File: src/verilog/trts_params.svh
// Purpose: Named constants for the tone ringer tone select block.
// Assumes: 40 MHz system clock.
// Notes: Tone half periods are counted in clock cycles.
`ifndef TRTS_PARAMS_SVH
`define TRTS_PARAMS_SVH
`define TRTS_CLK_HZ 40000000
`define TRTS_TONE_HZ_0 1200
`define TRTS_TONE_HZ_1 940
`define TRTS_TONE_HZ_2 900
`define TRTS_TONE_HZ_3 750
// Modulation rates are held in tenths of a hertz so 7.5 Hz stays exact.
`define TRTS_RATE_DHZ_0 200
`define TRTS_RATE_DHZ_1 150
`define TRTS_RATE_DHZ_2 100
`define TRTS_RATE_DHZ_3 75
`define TRTS_CNT_W 24
`endif

File: src/verilog/trts_pkg.sv
// Purpose: Types for the tone ringer tone select block.
// Assumes: Nothing beyond the parameter header.
// Notes: Select pins are open (high) or low.
`default_nettype none
package trts_pkg;
    typedef enum logic [1:0] {TRTS_FSK, TRTS_AM, TRTS_OFF} trts_mode_e;
    typedef struct packed {
        logic [1:0] freq_sel;
        logic [1:0] rate_sel;
        logic am_sel_n;
        logic inhibit_n;
    } trts_sel_s;
endpackage
`default_nettype wire

File: src/verilog/trts_tone_ringer.sv
// Purpose: Tone and warble generator with ringing indication for a tone ringer.
// Assumes: Pins are synchronised here; ring_detected comes from the analog detector.
// Notes: Both tone and warble timing are divided from sys_clk.
// Notes on behaviour
// - Frequency selects give 1200, 940, 900 or 750 Hz base tone.
// - Rate selects give 20, 15, 10 or 7.5 Hz modulation rate.
// - Inhibit and AM open: tone alternates base and five quarters base.
// - Inhibit open, AM low: base tone gated on and off.
// - Inhibit low silences the tone whatever the AM select.
// - One modulation-type input chooses shift or on/off modulation.
// - Select pins pulled up; open reads high, low is grounded.
// - Ringing indication sinks current only while ringing is detected.
// - Alerter drive enabled only after ringing detected.
// - Frequency, rate and modulation type are independent settings.
`timescale 1ns/1ps
`default_nettype none
`include "trts_params.svh"
module trts_tone_ringer #(
    // Clock rate that the dividers are worked out from; a bench may give a slower one.
    parameter int CLK_HZ = `TRTS_CLK_HZ,
    parameter int CNT_W = `TRTS_CNT_W
) (
    // Clock and reset.
    input wire logic sys_clk,
    input wire logic rst,
    // Select pins, already resolved by pull-ups to high when open.
    input wire trts_pkg::trts_sel_s sel_pins,
    // Ringing detector level.
    input wire logic ring_detected,
    // Alerter drive.
    output logic tone_out,
    output logic tone_oe,
    // Ringing indication open-collector sink.
    output logic ring_seen_sink
);
    import trts_pkg::*;

    // Half periods in clock cycles. The product CLK_HZ * 5 is an int, so clocks above
    // about 400 MHz overflow it, and CNT_W must hold the slowest warble half period.
    localparam logic [CNT_W-1:0] H0 = CNT_W'(CLK_HZ / (2 * `TRTS_TONE_HZ_0));
    localparam logic [CNT_W-1:0] H1 = CNT_W'(CLK_HZ / (2 * `TRTS_TONE_HZ_1));
    localparam logic [CNT_W-1:0] H2 = CNT_W'(CLK_HZ / (2 * `TRTS_TONE_HZ_2));
    localparam logic [CNT_W-1:0] H3 = CNT_W'(CLK_HZ / (2 * `TRTS_TONE_HZ_3));
    localparam logic [CNT_W-1:0] M0 = CNT_W'(CLK_HZ * 5 / `TRTS_RATE_DHZ_0);
    localparam logic [CNT_W-1:0] M1 = CNT_W'(CLK_HZ * 5 / `TRTS_RATE_DHZ_1);
    localparam logic [CNT_W-1:0] M2 = CNT_W'(CLK_HZ * 5 / `TRTS_RATE_DHZ_2);
    localparam logic [CNT_W-1:0] M3 = CNT_W'(CLK_HZ * 5 / `TRTS_RATE_DHZ_3);

    trts_sel_s sel_meta;
    trts_sel_s sel;
    logic ring_meta;
    logic ring;
    logic [CNT_W-1:0] tone_cnt;
    logic [CNT_W-1:0] warb_cnt;
    logic [CNT_W-1:0] base_half;
    logic [CNT_W-1:0] tone_half;
    logic [CNT_W-1:0] warb_half;
    logic warb_phase;
    logic tone_sq;
    logic active;
    trts_mode_e mode;

    // Pins arrive asynchronously, so every one passes two flip-flops first.
    always_ff @(posedge sys_clk or posedge rst)
    begin
        if (rst)
        begin
            sel_meta <= '1;
            sel <= '1;
            ring_meta <= 1'b0;
            ring <= 1'b0;
        end
        else
        begin
            sel_meta <= sel_pins;
            sel <= sel_meta;
            ring_meta <= ring_detected;
            ring <= ring_meta;
        end
    end

    // Each select decodes on its own; no combination is excluded.
    always_comb
    begin
        unique case (sel.freq_sel)
            2'h3: base_half = H0;
            2'h2: base_half = H1;
            2'h1: base_half = H2;
            2'h0: base_half = H3;
        endcase
        unique case (sel.rate_sel)
            2'h3: warb_half = M0;
            2'h2: warb_half = M1;
            2'h1: warb_half = M2;
            2'h0: warb_half = M3;
        endcase
    end

    // Mode picks from inhibit first, then the single AM/FM select.
    always_comb
    begin
        if (!ring || !sel.inhibit_n)
            mode = TRTS_OFF;
        else if (sel.am_sel_n)
            mode = TRTS_FSK;
        else
            mode = TRTS_AM;
    end

    // Shifted tone at 5/4 f has a half period of 4/5 of the base one.
    assign tone_half = (mode == TRTS_FSK && warb_phase)
        ? CNT_W'((base_half * 4) / 5) : base_half;

    assign active = (mode != TRTS_OFF);

    // Warble divider; held cleared while silent so each ring starts alike.
    always_ff @(posedge sys_clk or posedge rst)
    begin
        if (rst)
        begin
            warb_cnt <= '0;
            warb_phase <= 1'b0;
        end
        else if (!active)
        begin
            warb_cnt <= '0;
            warb_phase <= 1'b0;
        end
        else if (warb_cnt >= warb_half - CNT_W'(1))
        begin
            warb_cnt <= '0;
            warb_phase <= ~warb_phase;
        end
        else
            warb_cnt <= warb_cnt + CNT_W'(1);
    end

    // Tone divider from the same clock.
    always_ff @(posedge sys_clk or posedge rst)
    begin
        if (rst)
        begin
            tone_cnt <= '0;
            tone_sq <= 1'b0;
        end
        else if (!active)
        begin
            tone_cnt <= '0;
            tone_sq <= 1'b0;
        end
        else if (tone_cnt >= tone_half - CNT_W'(1))
        begin
            tone_cnt <= '0;
            tone_sq <= ~tone_sq;
        end
        else
            tone_cnt <= tone_cnt + CNT_W'(1);
    end

    // Registered outputs; AM gates the tone during the off half of the warble.
    always_ff @(posedge sys_clk or posedge rst)
    begin
        if (rst)
        begin
            tone_out <= 1'b0;
            tone_oe <= 1'b0;
            ring_seen_sink <= 1'b0;
        end
        else
        begin
            // Gating by active too keeps a high half cycle from leaking past a stop.
            tone_out <= active && tone_sq && !(mode == TRTS_AM && warb_phase);
            tone_oe <= active;
            ring_seen_sink <= ring;
        end
    end

    // Output and divider checks, all on sys_clk and idle while reset is held.
    a_inhibit_silent: assert property (@(posedge sys_clk) disable iff (rst)
        !sel.inhibit_n |=> !tone_out && !tone_oe)
        else $error("tone present while inhibited");
    a_ring_sink: assert property (@(posedge sys_clk) disable iff (rst)
        ring_seen_sink == $past(ring))
        else $error("ring indication does not follow detector");
    a_no_ring_idle: assert property (@(posedge sys_clk) disable iff (rst)
        !ring |=> !tone_oe)
        else $error("alerter driven without ringing");
    a_idle_counters: assert property (@(posedge sys_clk) disable iff (rst)
        !active |=> tone_cnt == '0 && warb_cnt == '0)
        else $error("dividers run while silent");
    a_am_gated: assert property (@(posedge sys_clk) disable iff (rst)
        (mode == TRTS_AM && warb_phase) |=> !tone_out)
        else $error("AM tone present in off phase");
    a_fsk_shift: assert property (@(posedge sys_clk) disable iff (rst)
        (mode == TRTS_FSK && warb_phase) |-> tone_half < base_half)
        else $error("shifted tone not higher");
    // A select change may leave a count above the new limit for the one cycle it takes to wrap.
    a_tone_bound: assert property (@(posedge sys_clk) disable iff (rst)
        $stable(tone_half) |-> tone_cnt < tone_half)
        else $error("tone divider overran");
    a_warb_bound: assert property (@(posedge sys_clk) disable iff (rst)
        $stable(warb_half) |-> warb_cnt < warb_half)
        else $error("warble divider overran");

    // Checks that tie the outputs, tone half period and warble phase to the synchronised pins, and the synchroniser stages together.
    a_oe_follows_ring: assert property (@(posedge sys_clk) disable iff (rst)
        tone_oe == $past(ring && sel.inhibit_n))
        else $error("alerter drive does not follow ringing and inhibit");
    a_off_silent: assert property (@(posedge sys_clk) disable iff (rst)
        !active |=> !tone_out)
        else $error("tone present while silent");
    a_am_base_tone: assert property (@(posedge sys_clk) disable iff (rst)
        mode == TRTS_AM |-> tone_half == base_half)
        else $error("AM tone not at base frequency");
    a_fsk_base_phase: assert property (@(posedge sys_clk) disable iff (rst)
        (mode == TRTS_FSK && !warb_phase) |-> tone_half == base_half)
        else $error("FSK first phase not at base frequency");
    a_phase_idle: assert property (@(posedge sys_clk) disable iff (rst)
        !active |=> !warb_phase)
        else $error("warble phase left set while silent");
    a_sel_sync: assert property (@(posedge sys_clk) disable iff (rst)
        sel == $past(sel_meta))
        else $error("select synchroniser skipped a stage");
endmodule
`default_nettype wire

File: config.mk
export PLATFORM = sky130hd
export DESIGN_NAME = trts_tone_ringer
export DESIGN_NICKNAME = d
export VERILOG_FILES = /design/src/verilog/trts_pkg.sv /design/src/verilog/trts_tone_ringer.sv
export VERILOG_INCLUDE_DIRS = /design/src /design/src/verilog
export SDC_FILE = /design/constraint.sdc
export NUM_CORES = 1
export LEC_CHECK = 0
export BUFFER_PORTS_ARGS = -buffer_cell sky130_fd_sc_hd__clkbuf_2
export CAP_MARGIN = 20
export CORE_MARGIN = 2
export CORE_UTILIZATION = 47
export CTS_CLUSTER_DIAMETER = 80
export CTS_CLUSTER_SIZE = 8
export DETAILED_ROUTE_END_ITERATION = 8
export PLACE_DENSITY = 0.74
export SYNTH_ARGS = -nofsm -noshare
export SYNTH_HDL_FRONTEND = slang
export SYNTH_SLANG_ARGS = --single-unit
File: constraint.sdc
create_clock -name sys_clk -period 5.4 [get_ports sys_clk]
set_input_delay 0.54 -clock sys_clk [delete_from_list [all_inputs] [get_ports sys_clk]]
set_output_delay 0.54 -clock sys_clk [all_outputs]
set_load 0.05 [all_outputs]
==> impl_metrics.env <==
export IMPL_status="finished, final reports clean"
export IMPL_synth_cells=573
export IMPL_drive_above_1_share=0.236
export IMPL_cp_arrival_ps=5490
export IMPL_drv_cap=0
export IMPL_crit_fanout=7
export IMPL_rsz0062_at_grt="true"
export IMPL_overflow=0
export IMPL_rr_worst_depth=24
export IMPL_clk_pin_slew_ps=80
export IMPL_viasPerCell=5.91
export IMPL_end_kind="register"
export IMPL_drt_iter0_drc=370
export IMPL_synth_edf_count=0
export IMPL_n_fill_cell=960
export IMPL_max_stage_delay_ps=560
export IMPL_post_route_drc_count=0
export IMPL_fmax_mhz=191
export IMPL_gp_congestion=0.977
export IMPL_ir_drop_mv=0.158
export IMPL_r2r_end="tone_sq"
export IMPL_insertion_delay_ps=350
export IMPL_synth_top_area_share=0.268
export IMPL_setup_tns_final_ps=0
export IMPL_port_buffers=11
export IMPL_timing_final_crit_share=0.972
export IMPL_ant_nets=0
export IMPL_reg2reg_from="sel[5]"
export IMPL_dpl_hpwl_um=9220
export IMPL_min_period_ps=5250
export IMPL_via_count=4559
export IMPL_ys_seq_area_frac=0.329
export IMPL_pre_cts_ws_ps=-1.71
export IMPL_placed_area_um2=5580
export IMPL_finClkSkew_ps=11.9
export IMPL_clockBufferDepth=2
export IMPL_grt_pass1_vias=4427
export IMPL_final_cells=771
export IMPL_grt_pass1_wl_um=21000
export IMPL_critical_path_required_ps=5640
export IMPL_cts_hold_buf=0
export IMPL_die_w_um=109
export IMPL_regArea_um2=1690
export IMPL_min_from="sel_pins[0]"
export IMPL_critical_path_class="reg -> reg"
export IMPL_grt_max_degree=68
export IMPL_ff2ff_setup_slack_ps=150
export IMPL_dpl_cell_count=743
export IMPL_initial_utilization=0.478
export IMPL_fin_ws_ps=151
export IMPL_critPathLaunchType="register"
export IMPL_netlist_top_cell_by_area="dfrtp_1"
export IMPL_final_hold_viol_count=0
export IMPL_hold_class="in -> reg"
export IMPL_row_count=38
export IMPL_worstSetupEndpoint="tone_sq"
export IMPL_p_total_mw=1.25
export IMPL_die_h_um=109
export IMPL_multi_input_area_um2=3470
export IMPL_cp_slowest_cell="dfstp_2"
export IMPL_synth_warnings=0
export IMPL_finalSetupViolCount=0
export IMPL_synth_ff_type="dfrtp_1"
export IMPL_powerDensity_nw_per_um2=205
export IMPL_wl_per_cell_um=16.8
export IMPL_syn_area_per_cell_um2=8.97
export IMPL_layout_common_cells="55 x dfrtp_1, 51 x ha_1, 48 x nor3_1"
export IMPL_syn_cell_area_um2=5140
export IMPL_htree_levels=3
export IMPL_leakage_nw=2.70
export IMPL_crit_top_cell="a21oi_1"
export IMPL_stdcell_area_um2=6130
export IMPL_startpoint="sel[5]"
export IMPL_path_cells="inv_2 > buf_6 > ha_1 > or2_2 > nor4_4 > o31ai_2 > nand4b_1 > nor3b_1 > o22ai_1 > o311ai_1 > a21oi_1 > o2111a_1 > o2111a_1 > o31ai_2 > ha_1 > a21oi_1 > nor2b_1 > o21ai_1 > nand2b_1 > a211oi_1 > buf_4 > a21oi_1 > a2111oi_2 > mux2_2"
export IMPL_slew_viol_final=0
export IMPL_cts_sinks=67
export IMPL_cts_tree="done"
export IMPL_synth_area_leaders="dfrtp_1 27%, ha_1 14%, dfstp_2 6.1%"
export IMPL_relSlewSlack=0.455
export IMPL_core_area_um2=10700
export IMPL_ios=12
export IMPL_ys_ff_latch=67
export IMPL_synthArstFlopShare=1.00
export IMPL_grt_usage=0.225
export IMPL_die_area_um2=11800
export IMPL_antenna_found_initial=0
export IMPL_syn_to_final_growth_pct=19.3
export IMPL_cts_made_buffers=9
export IMPL_tightest_slew_ps=818
export IMPL_dr_pass1_iters=5
export IMPL_nets=692
export IMPL_drt_wl_total_um=13000
export IMPL_final_common_cell="dfrtp_1"
export IMPL_synth_distinct_cells=80
export IMPL_diodes=0
export IMPL_cts_root_buf="clkbuf_8"
kinds of logic after synthesis:
family,synth area share
flip-flops,0.329
other,0.00146
AO/OA/AOI/OAI,0.160
AND/OR/NAND/NOR,0.243
multiplexers,0.00852
XOR/XNOR,0.0747
buffers and inverters,0.0450
adder cells (fa/ha/maj),0.139
state kept, by name, indices dropped and copies added, names as in the netlist:
signal,flops
tone_cnt,24
ring,1
tone_out,1
tone_sq,1
ring_meta,1
sel_meta,6
ring_seen_sink,1
warb_cnt,24
warb_phase,1
sel,6
tone_oe,1
power by group:
| part | switching (mW) | internal, mW | total, mW |
|---|---|---|---|
| Combinational | 0.179 | 0.134 | 0.313 |
| Clock | 0.205 | 0.215 | 0.420 |
| Sequential | 0.00599 | 0.516 | 0.522 |
| Total | 0.390 | 0.864 | 1.25 |
cell type report:
cell class,count,share of cell area
Clock buffer,9,0.0202
Clock inverter,7,0.0127
Inverter,25,0.0153
Multi-Input combinational cell,459,0.567
Sequential cell,67,0.276
Tap cell,140,0.0286
Timing Repair Buffer,64,0.0806
per-layer routing:
| layer | track usage | vias to the layer above | wire length (µm) |
|---|---|---|---|
| met4 | 0.124 | 0 | 438 |
| li1 | - | 2155 | - |
| met2 | 0.372 | 173 | 6480 |
| met1 | 0.281 | 2189 | 5440 |
| met3 | 0.0344 | 42 | 632 |
| met5 | 0 | - | 0 |
worst min-delay path by stage:
stage / endpoint / slack (ps) / cells past startpoint
floorplan: ring / 330 / 0
global placement: ring / 330 / 0
detailed placement: ring / 340 / 0
CTS: sel_meta[0] / 250 / 1
global route: sel_meta[0] / 240 / 1
finish: sel_meta[0] / 270 / 1
synth_stat cells (5+ instances only):
cell type	n
o21ai_0	15
o21a_1	7
buf_2	11
xor2_1	20
nor2b_1	9
or2_2	5
nor2_1	40
nand3_1	30
a21o_1	11
nand2b_1	9
dfstp_2	12
clkbuf_1	11
inv_1	24
xnor2_1	22
nand2_1	35
a21oi_1	26
nand4_1	8
dfrtp_1	55
o22ai_1	6
nor3_1	49
ha_1	57
and3_1	14
worst max-delay path: cells and delay by family (launching register included):
kind | cells | cell delay (ps)
and+or+nand+nor | 6 | 1150
DFF | 1 | 560
muxes | 1 | 370
adders and majority gates | 2 | 560
AOI/OAI and AO/OA | 12 | 2160
buffers and inverters | 3 | 350
metrics by stage:
step,util,hold WS [ps]
after global routing,0.571,242
after global placement,0.519,335
after detailed placement,0.519,345
after floorplan,-,331
after CTS,0.538,254
final,0.571,269
what timing repair did:
action | in CTS | in global routing
pin swaps | 0 | 25
cloned | 0 | 1
setup endpoints to repair | 1 | 18
setup buffers | 0 | 11
gates resized for setup | 1 | 52
No activity file was read; power rests on OpenSTA's default activity.
